**src/power_button_control_pkg.sv**
```systemverilog
// Purpose: constants shared by the power button controller
// Assumes: 250 MHz clock
// Notes:   guard time scaled to cycles in the package
`default_nettype none
package power_button_control_pkg;

    // ------------------------------------------------------------
    // timing
    // ------------------------------------------------------------
    localparam longint unsigned CLK_HZ        = 64'd250_000_000;
    localparam longint unsigned GUARD_SECONDS = 64'd4;
    localparam longint unsigned GUARD_CYCLES  = GUARD_SECONDS * CLK_HZ;
    localparam int              COUNT_W       = 30;

    // ------------------------------------------------------------
    // reset values
    // ------------------------------------------------------------
    localparam logic SUPPLY_ON_RESET = 1'b0;
    localparam logic STATUS_RESET    = 1'b0;

    // ------------------------------------------------------------
    // states
    // ------------------------------------------------------------
    typedef enum logic [3:0] {
        ST_OFF      = 4'h1,
        ST_ON       = 4'h2,
        ST_GUARD    = 4'h4,
        ST_SUSPEND  = 4'h8
    } power_state_type;

endpackage
`default_nettype wire

```
**src/power_button_control.sv**
```systemverilog
// Purpose: turns power button pulses into the supply-on request
// Assumes: button_n_in synchronous to mclk_in, already debounced
// Notes:   guard length is a parameter so simulation can shorten it
//          the long-hold timer shares the guard length
//
// How it works
// RQ1 - button gives an active-low pulse; logic acts on its falling edge
// RQ2 - off: falling edge asserts supply-on request, guard counter idle
// RQ3 - on, acpi off: falling edge drops supply-on, no guard counter
// RQ4 - on, acpi on: edge raises management interrupt and source bit
// RQ5 - same edge sets button status bit and starts four-second guard
// RQ6 - software clears status within four seconds to enter suspend
// RQ7 - status still set at guard expiry drops supply-on request
// RQ8 - supply makes main rails while request is asserted
// RQ9 - acpi on: button held four seconds then released drops supply
`default_nettype none
module power_button_control
    import power_button_control_pkg::*;
#(
    parameter logic [COUNT_W-1:0] GUARD_COUNT = COUNT_W'(GUARD_CYCLES)
)
(
    input  wire logic mclk_in,
    input  wire logic rst_n_in,
    input  wire logic button_n_in,
    input  wire logic acpi_enable_in,
    input  wire logic status_clear_in,
    input  wire logic source_clear_in,
    input  wire logic suspend_done_in,
    output var  logic supply_on_request_out,
    output var  logic mgmt_interrupt_n_out,
    output var  logic button_source_out,
    output var  logic button_status_out,
    output var  logic guard_active_out
);

    // ------------------------------------------------------------
    // state
    // ------------------------------------------------------------
    power_state_type    state;
    power_state_type    next_state;
    logic               button_prev;
    logic               supply_on;
    logic               next_supply_on;
    logic               source_bit;
    logic               next_source_bit;
    logic               status_bit;
    logic               next_status_bit;
    logic [COUNT_W-1:0] guard_count;
    logic [COUNT_W-1:0] next_guard_count;
    logic [COUNT_W-1:0] hold_count;
    logic [COUNT_W-1:0] next_hold_count;
    logic               fall_edge;
    logic               rise_edge;
    logic               guard_done;
    logic               held_long;

    // ------------------------------------------------------------
    // button edges
    // ------------------------------------------------------------
    // prev resets high, so a button held at reset release counts as a falling edge
    assign fall_edge  = button_prev & ~button_n_in; // RQ1
    assign rise_edge  = ~button_prev & button_n_in;

    // ------------------------------------------------------------
    // timers
    // ------------------------------------------------------------
    assign guard_done = (guard_count == GUARD_COUNT);
    assign held_long  = (hold_count == GUARD_COUNT);

    // ------------------------------------------------------------
    // press length
    // ------------------------------------------------------------
    // saturates so a very long hold cannot wrap back to a short one
    always_comb
    begin
        next_hold_count = hold_count;
        if (fall_edge)
        begin
            next_hold_count = COUNT_W'(1);
        end
        else if (button_n_in)
        begin
            next_hold_count = '0;
        end
        else if (!held_long)
        begin
            next_hold_count = hold_count + COUNT_W'(1);
        end
    end

    always_ff @(posedge mclk_in or negedge rst_n_in)
    begin
        if (!rst_n_in)
        begin
            button_prev <= 1'b1;
            hold_count  <= '0;
        end
        else
        begin
            button_prev <= button_n_in;
            hold_count  <= next_hold_count;
        end
    end

    // ------------------------------------------------------------
    // next state
    // ------------------------------------------------------------
    always_comb
    begin
        next_state       = state;
        next_supply_on   = supply_on;
        next_source_bit  = source_bit & ~source_clear_in;
        next_status_bit  = status_bit & ~status_clear_in;
        next_guard_count = guard_count;
        case (state)
            ST_OFF:
            begin
                next_guard_count = '0;
                if (fall_edge)
                begin
                    next_supply_on = 1'b1; // RQ2
                    next_state     = ST_ON;
                end
            end
            ST_ON:
            begin
                // acpi level matters only on the press edge itself
                next_guard_count = '0;
                if (fall_edge && !acpi_enable_in)
                begin
                    next_supply_on = 1'b0; // RQ3
                    next_state     = ST_OFF;
                end
                else if (fall_edge)
                begin
                    next_source_bit = 1'b1; // RQ4
                    next_status_bit = 1'b1; // RQ5
                    next_state      = ST_GUARD;
                end
            end
            ST_GUARD:
            begin
                // set beats a clear landing in the same cycle
                if (!guard_done)
                begin
                    next_guard_count = guard_count + COUNT_W'(1); // RQ5
                end
                // long hold first: a release beats a pending clear
                if (rise_edge && held_long)
                begin
                    next_supply_on = 1'b0; // RQ9
                    next_state     = ST_OFF;
                end
                else if (!status_bit)
                begin
                    next_state = ST_SUSPEND; // RQ6
                end
                else if (guard_done)
                begin
                    next_supply_on = 1'b0; // RQ7
                    next_state     = ST_OFF;
                end
            end
            ST_SUSPEND:
            begin
                // a long press still forces off before software wakes
                next_guard_count = '0;
                if (rise_edge && held_long)
                begin
                    next_supply_on = 1'b0; // RQ9
                    next_state     = ST_OFF;
                end
                else if (suspend_done_in)
                begin
                    next_state = ST_ON;
                end
            end
            default:
            begin
                // illegal code falls back to off with supply dropped
                next_state     = ST_OFF;
                next_supply_on = SUPPLY_ON_RESET;
            end
        endcase
    end

    // ------------------------------------------------------------
    // registers
    // ------------------------------------------------------------
    // every field resets to a constant, so reset needs no clock
    always_ff @(posedge mclk_in or negedge rst_n_in)
    begin
        if (!rst_n_in)
        begin
            state       <= ST_OFF;
            supply_on   <= SUPPLY_ON_RESET;
            source_bit  <= STATUS_RESET;
            status_bit  <= STATUS_RESET;
            guard_count <= '0;
        end
        else
        begin
            state       <= next_state;
            supply_on   <= next_supply_on;
            source_bit  <= next_source_bit;
            status_bit  <= next_status_bit;
            guard_count <= next_guard_count;
        end
    end

    // ------------------------------------------------------------
    // outputs
    // ------------------------------------------------------------
    assign supply_on_request_out = supply_on; // RQ8
    // inverted source flop, so the interrupt adds no cycle
    assign mgmt_interrupt_n_out  = ~source_bit; // RQ4
    assign button_source_out     = source_bit;
    assign button_status_out     = status_bit;
    assign guard_active_out      = (state == ST_GUARD);

endmodule
`default_nettype wire

```
**config.mk**
```make
export PLATFORM = sky130hd
export DESIGN_NAME = power_button_control
export DESIGN_NICKNAME = d
export VERILOG_FILES = /design/src/power_button_control_pkg.sv /design/src/power_button_control.sv
export SDC_FILE = /design/constraint.sdc
export NUM_CORES = 1
export LEC_CHECK = 0
export ABC_AREA = 0
export BUFFER_PORTS_ARGS = -buffer_cell sky130_fd_sc_hd__buf_2
export CAP_MARGIN = 40
export CORE_AREA = 2 2 81 83
export DETAILED_ROUTE_END_ITERATION = 8
export DIE_AREA = 0 0 83 85
export HOLD_SLACK_MARGIN = 0.12
export PLACE_DENSITY = 0.76
export SETUP_SLACK_MARGIN = 0.02
export SYNTH_ARGS = -nofsm -noshare
export SYNTH_HDL_FRONTEND = slang
export SYNTH_SLANG_ARGS = --single-unit
```
**constraint.sdc**
```tcl
create_clock -name mclk_in -period 5.3 [get_ports mclk_in]
set_clock_uncertainty 0.2 [all_clocks]
set_input_delay 0.53 -clock mclk_in [delete_from_list [all_inputs] [get_ports mclk_in]]
set_output_delay 0.53 -clock mclk_in [all_outputs]
set_load 0.05 [all_outputs]
```
==> results.tsv, run 1 <==
metric	value	unit
outcome	complete, no violations	
synth_edf_count	0	
drv_slew	0	
dp_hpwl	5040	µm
yosys_register_bits	68	
tightest_slew	0.817	ns
worstPathCellList	or4_1, or4_1, o21ai_1, buf_6, a22oi_1, a21o_1	
synth_flop_cell	dfrtp_1	
synth_warnings	0	
antenna_found_initial	0	
dr.pass1.iters	5	
p_leak	1.58	nW
power_density	274	mW/mm²
root_buffer	clkbuf_8	
period_minus_slack	2.76	ns
start_util	0.587	
wl_per_cell	15.6	µm
async_flop_share	1.00	
clk-insertion-delay-late	0.35	ns
grt_pass1_wl	13400	µm
setup_viol_count_final	0	
gp_congestion	0.847	
ff2ff_setup_slack	2.54	ns
clk_pin_slew	0.08	ns
vias	2969	
drive_gt1_frac	0.105	
cts_tree	built	
power	1.08	mW
grt_overflow	0	
finalCritPeriodShare	0.521	
cts_buffer_depth	2	
arrival	2.80	ns
cp_slowest_cell	or4_1	
diodes	0	
max_freq	362	MHz
ys_seq_area_frac	0.468	
synth_nets	396	
drt_iter0_drc	254	
worstSetupPathType	reg -> reg	
hold_violations	0	
grt_pass1_vias	2933	
slew_headroom	0.447	
syn2layout_area_growth	8.46	%
chipWidth	83	µm
fill_cells	525	
die_y	85	µm
cts.sink_count	68	
irDropWorstVdd	0.000348	V
startpoint_type	flop	
core_area	0.00620	mm²
numCtsBuffers	9	
cp_common_cell	or4_1	
cp_max_fo	12	
setup_tns	0	ns
syn_inst	385	
netlist_area	0.00364	mm²
cp.required	5.34	ns
num-nets-final	414	
min_path_type	in -> reg	
max_cap_violations	0	
cts_max_level	3	
rsz0062_at_grt	false	
via_per_inst	6.12	
grt_max_degree	69	
pin_count	12	
cpPeakStageDelay	0.52	ns
postCtsSetupRepairBufs	0	
portBuffers	11	
synth_cell_types	52	
avgSynthCellArea	9.45	µm²
ant_nets	0	
rows	29	
track_usage	0.231	
die_area	0.00706	mm²
drc	0	
end_kind	flop	
drt-total-wl	7560	µm
-- critical path, delay by kind of cell, from the launching register on --
kind            cells  cell delay, ns
compound gates      3            0.82
buf+inv             1            0.23
flops               1            0.41
simple gates        2            0.99
-- registers in the layout (all words and copies together) (netlist names) --
name	flops
button_status_out	1
button_prev	1
supply_on_request_out	1
hold_count	30
state	4
button_source_out	1
guard_count	30
-- metal layers --
metal  part of all wire  GRT usage
met1               0.44      0.305
met2               0.50      0.379
met3              0.038     0.0399
met4              0.017      0.103
met5                  0          0
-- where the power goes --
group          total (mW)  internal, mW  switching (mW)
combinational       0.155        0.0408           0.114
clock               0.378         0.179           0.199
sequential          0.547         0.534          0.0134
-- metrics by stage --
stage | worst slack [ns] | util | area, µm² | cells | hold WS, ns
floorplan | 2.86 | - | 3640 | 385 | 0.0344
global placement | 2.31 | 0.605 | 3750 | 466 | 0.260
detailed placement | 2.56 | 0.607 | 3770 | 468 | 0.265
CTS | 2.53 | 0.636 | 3950 | 485 | 0.162
global route | 2.35 | 0.636 | 3950 | 485 | 0.162
finish | 2.54 | 0.636 | 3950 | 485 | 0.173
-- cell families (layout without fill, tap and decap cells) --
kind of cell,Yosys count,count (layout),share of synthesized area
xor+xnor,37,37,0.0890
buf+inv,22,45,0.0282
mux,2,2,0.00550
flops,68,68,0.468
simple gates,189,189,0.291
compound gates,63,63,0.105
fa+ha+maj,4,4,0.0138
-- final timing paths --
| kind | start | to | cells after the start |
|---|---|---|---|
| setup / recovery | guard_count[22] | supply_on_request_out | 6 |
| max in group asynchronous | rst_n_in | hold_count[27] | 2 |
| hold / removal | status_clear_in | button_status_out | 2 |
| min in group asynchronous | rst_n_in | guard_count[4] | 2 |
| setup reg to reg | guard_count[22] | supply_on_request_out | 6 |
| hold reg to reg | supply_on_request_out | supply_on_request_out | 1 |
-- synthesized netlist by cell type (all sizes together), types with 2 or more instances --
| cell type | number | area (µm²) |
|---|---|---|
| or4b | 2 | 23.8 |
| nand2 | 26 | 97.6 |
| or2 | 3 | 18.8 |
| nand4 | 21 | 131 |
| or3 | 11 | 70.1 |
| nor3 | 8 | 45.0 |
| clkbuf | 5 | 18.8 |
| nor2 | 48 | 180 |
| buf | 4 | 35.0 |
| dfrtp | 66 | 1650 |
| ha | 4 | 50.1 |
| and3 | 8 | 50.1 |
| a21oi | 20 | 100 |
| and3b | 2 | 17.5 |
| o211ai | 6 | 45.0 |
| o2111ai | 4 | 35.0 |
| nor4bb | 2 | 20.0 |
| nand2b | 4 | 25.0 |
| inv | 12 | 45.0 |
| nor4 | 11 | 90.1 |
| dfstp | 2 | 52.6 |
| and4 | 2 | 17.5 |
| nor4b | 4 | 35.0 |
| o21ai | 20 | 100 |
| mux2i | 2 | 20.0 |
| xnor2 | 5 | 43.8 |
| o31ai | 7 | 52.6 |
| and2 | 4 | 25.0 |
| or4 | 8 | 63.8 |
| nand4bb | 2 | 22.5 |
| nand3 | 19 | 95.1 |
| xor2 | 32 | 280 |
-- area by class of cell --
type	instances	area (µm²)	share of cell area
Inverter	13	48.8	0.0124
Clock buffer	11	141	0.0358
Multi-Input combinational cell	295	1830	0.464
Tap cell	77	96.3	0.0244
Clock inverter	5	27.5	0.00697
Timing Repair Buffer	16	96.3	0.0244
Sequential cell	68	1700	0.432
-- layout by cell type (no fill, tap or decap), drive strengths merged, types with 6 or more instances in the layout --
master	instances
nand2	26
nand3	19
dfrtp	66
o211ai	6
nor3	8
o21ai	20
buf	15
nor4	11
o31ai	7
and3	8
a21oi	20
inv	12
clkbuf	11
or4	8
xor2	32
nand4	21
or3	11
nor2	48
-- timing repair --
item                                   4_1_cts  5_1_grt
endpoints found under the hold margin        1        0
hold buffers                                 1        0
resized for setup                            0        0
(Power assumes the default switching activity.)
==> inputs of run 2 (changes only) <==
Settings changed: ABC_AREA 0 to 1, CORE_AREA 2 2 81 83 to 2 2 92 94, DIE_AREA 0 0 83 85 to 0 0 94 96, PLACE_DENSITY 0.76 to 0.75.
Clock period 5.3 ns to 2.22 ns, I/O delays scaled along.
==> run 2 against run 1 <==
Net effect:
- critical path depth increased by 6
- global-route usage increased by 4.5 points
- cell count increased by 65%
- sequential power increased by 140%
- die area increased by 28%
- sequential share of layout area decreased by 9.7 points
- core utilization decreased by 0.44 points
- first-iteration DRC count increased by 50%
==> results.tsv, run 2 <==
metric	value	unit	change
tightest_slew	0.455	ns	-0.362 ns
min_path_type	in -> async		
p_leak	2.17	nW	+37%
r2r_start	hold_count[1]		
grt_max_degree	69		unchanged
yosysTopAreaCell	dfrtp_1		
synth_edf_count	0		unchanged
dp_cells	770		+65%
cts_buffer_depth	2		unchanged
rsz0062_at_grt	true		
vias	4358		+47%
num-nets-final	701		+69%
hold_violations	0		unchanged
reg_top3	guard_count x30, hold_count x30, state x4		
yosysMostFrequentCell	nand2_1		
arrival	2.16	ns	-0.64 ns
whs	0.228	ns	+0.0545 ns
yosys_register_bits	68		unchanged
diodes	0		unchanged
dr.pass1.iters	5		unchanged
syn2layout_area_growth	14.1	%	
ant_nets	0		unchanged
timing.rr.end	hold_count[26]		
die_area	0.00902	mm²	+28%
cts_tree	built		
cp_max_fo	6		-6
drive_gt1_frac	0.132		+0.0270
gp_congestion	0.991		+17%
netlist.area_leader.share	0.370		-0.0835
synth_nets	667		+68%
clk_pin_slew	0.07	ns	about the same
outcome	complete, no violations		
cts.sink_count	68		unchanged
max_cap_violations	0		unchanged
track_usage	0.276		+0.0449
synth_cell_types	37		-29%
cp.required	2.25	ns	-3.09 ns
setup_ws	0.0917	ns	-2.45 ns
drv_slew	0		unchanged
dp_slack	0.0904	ns	-2.47 ns
antenna_found_initial	0		unchanged
dp_hpwl	8290	µm	+64%
intPower	2.30	mW	+210%
drt-total-wl	11400	µm	+52%
via_per_inst	5.45		-11%
start_util	0.554		-0.0326
pwr-share-seq	0.376		-0.131
numCtsBuffers	9		unchanged
grt_overflow	0		unchanged
startpoint_type	flop		
grt_pass1_vias	4146		+41%
portBuffers	11		unchanged
synth.top_cells.by_area	dfrtp_1 (37%), nand2_1 (14%), nor2_1 (8.3%)		
layout_commonest_cell	nand2_1		
worstSetupPathType	reg -> reg		
period_minus_slack	2.13	ns	-0.632 ns
p_sw	1.16	mW	+260%
setup_tns	0	ns	unchanged
ff2ff_setup_slack	0.09	ns	-2.45 ns
comb_power_share	0.255		+0.112
irDropWorstVdd	0.000609	V	+75%
drc	0		unchanged
end_kind	flop		
max_freq	470	MHz	+30%
rows	33		+14%
power	3.46	mW	+220%
root_buffer	clkbuf_8		
final_cell_mix	nand2_1 (165), nor2_1 (97), inv_1 (82)		
netlist_area	0.00446	mm²	+23%
power_density	681	mW/mm²	+150%
grt_pass1_wl	19600	µm	+46%
ys_seq_area_frac	0.382		-0.0862
async_flop_share	1.00		unchanged
core_area	0.00805	mm²	+30%
wl_per_cell	14.3	µm	-8.1%
power_switching_share	0.336		+0.0339
drt_iter0_drc	380		+50%
avgSynthCellArea	6.80	µm²	-28%
setup_viol_count_final	0		unchanged
syn_inst	656		+70%
synth_flop_cell	dfrtp_1		
rr_worst_depth	12		+6
layout.cells.non_filler	800		+65%
fill_cells	728		+39%
clk-insertion-delay-late	0.35	ns	about the same
chipWidth	94	µm	+13%
die_y	96	µm	+13%
pin_count	12		unchanged
pwr-share-clk	0.369		+0.019
finalCritPeriodShare	0.959		+0.438
synthTopCellsByCount	nand2_1 (165), nor2_1 (99), inv_1 (84)		
synth_warnings	0		unchanged
slew_headroom	0.694		+0.247
cts_max_level	3		unchanged
## run 2: power groups by stage
stage | sequential [mW] | clock [mW] | combinational [mW]
final | 1.30 | 1.28 | 0.882
after global routing | 1.31 | 1.35 | 0.957
after CTS | 1.30 | 1.29 | 0.783
after detailed placement | 1.32 | 0 | 0.769
after global placement | 1.32 | 0 | 0.752
after floorplan | 1.36 | 0 | 0.555
## run 2: stage by stage
stage / instance area (µm²) / util
after global routing: 5090 / 0.632
after detailed placement: 4660 / 0.579
final: 5090 / 0.632
after global placement: 4660 / 0.579
after CTS: 4990 / 0.620
after floorplan: 4460 / -
## run 2: final cells by class
class	instances	area, µm²	share of cell area
clock buffer	10	138	0.0271
clock inverter	6	111	0.0219
inverter	92	350	0.0689
multi-input combinational	486	2390	0.470
sequential	68	1700	0.335
tap	105	131	0.0258
timing repair buffer	33	264	0.0519
## run 2: cell families after synthesis
| kind of cell | Yosys count | synth area share |
|---|---|---|
| simple gates | 396 | 0.407 |
| buf+inv | 102 | 0.0909 |
| compound gates | 78 | 0.0926 |
| flops | 68 | 0.382 |
| xor+xnor | 7 | 0.0137 |
| fa+ha+maj | 4 | 0.0112 |
| mux | 1 | 0.00224 |
## run 2: worst max-delay path by stage
| stage | startpoint | depth (start not counted) | slack, ns | endpoint |
|---|---|---|---|---|
| after floorplan | state[1] | 9 | 0.34 | guard_count[18] |
| after global placement | hold_count[1] | 12 | 0.13 | hold_count[26] |
| after detailed placement | hold_count[1] | 12 | 0.09 | hold_count[26] |
| after CTS | hold_count[1] | 12 | 0.06 | hold_count[26] |
| after global routing | hold_count[1] | 12 | -0.11 | hold_count[26] |
| final | hold_count[1] | 12 | 0.09 | hold_count[26] |
## run 2: critical path, cell delays in order (launching register included)
cell and delay (ns):
dfrtp_1 0.41, ha_2 0.23, nand2_1 0.07, inv_1 0.05, nand2_1 0.09, inv_2 0.12
nand2_2 0.11, nor2_1 0.12, nand3_1 0.15, nor2_4 0.16, nand2_1 0.06, o21ai_0 0.17
nor2_1 0.06
## run 2: what timing repair did
action                                  in CTS  in global routing
buffers inserted                             0                  6
resized for setup                            0                 17
endpoints found under the setup margin       0                 31
hold buffers                                 8                  0
hold endpoints to repair                    83                  0
## run 2: routing by layer
layer / vias up / GRT usage / part of all wire
met1: 2037 / 0.402 / 0.47
met5: - / 0 / 0
li1: 2177 / - / -
met3: 17 / 0.0423 / 0.057
met2: 127 / 0.423 / 0.45
met4: 0 / 0.0930 / 0.017
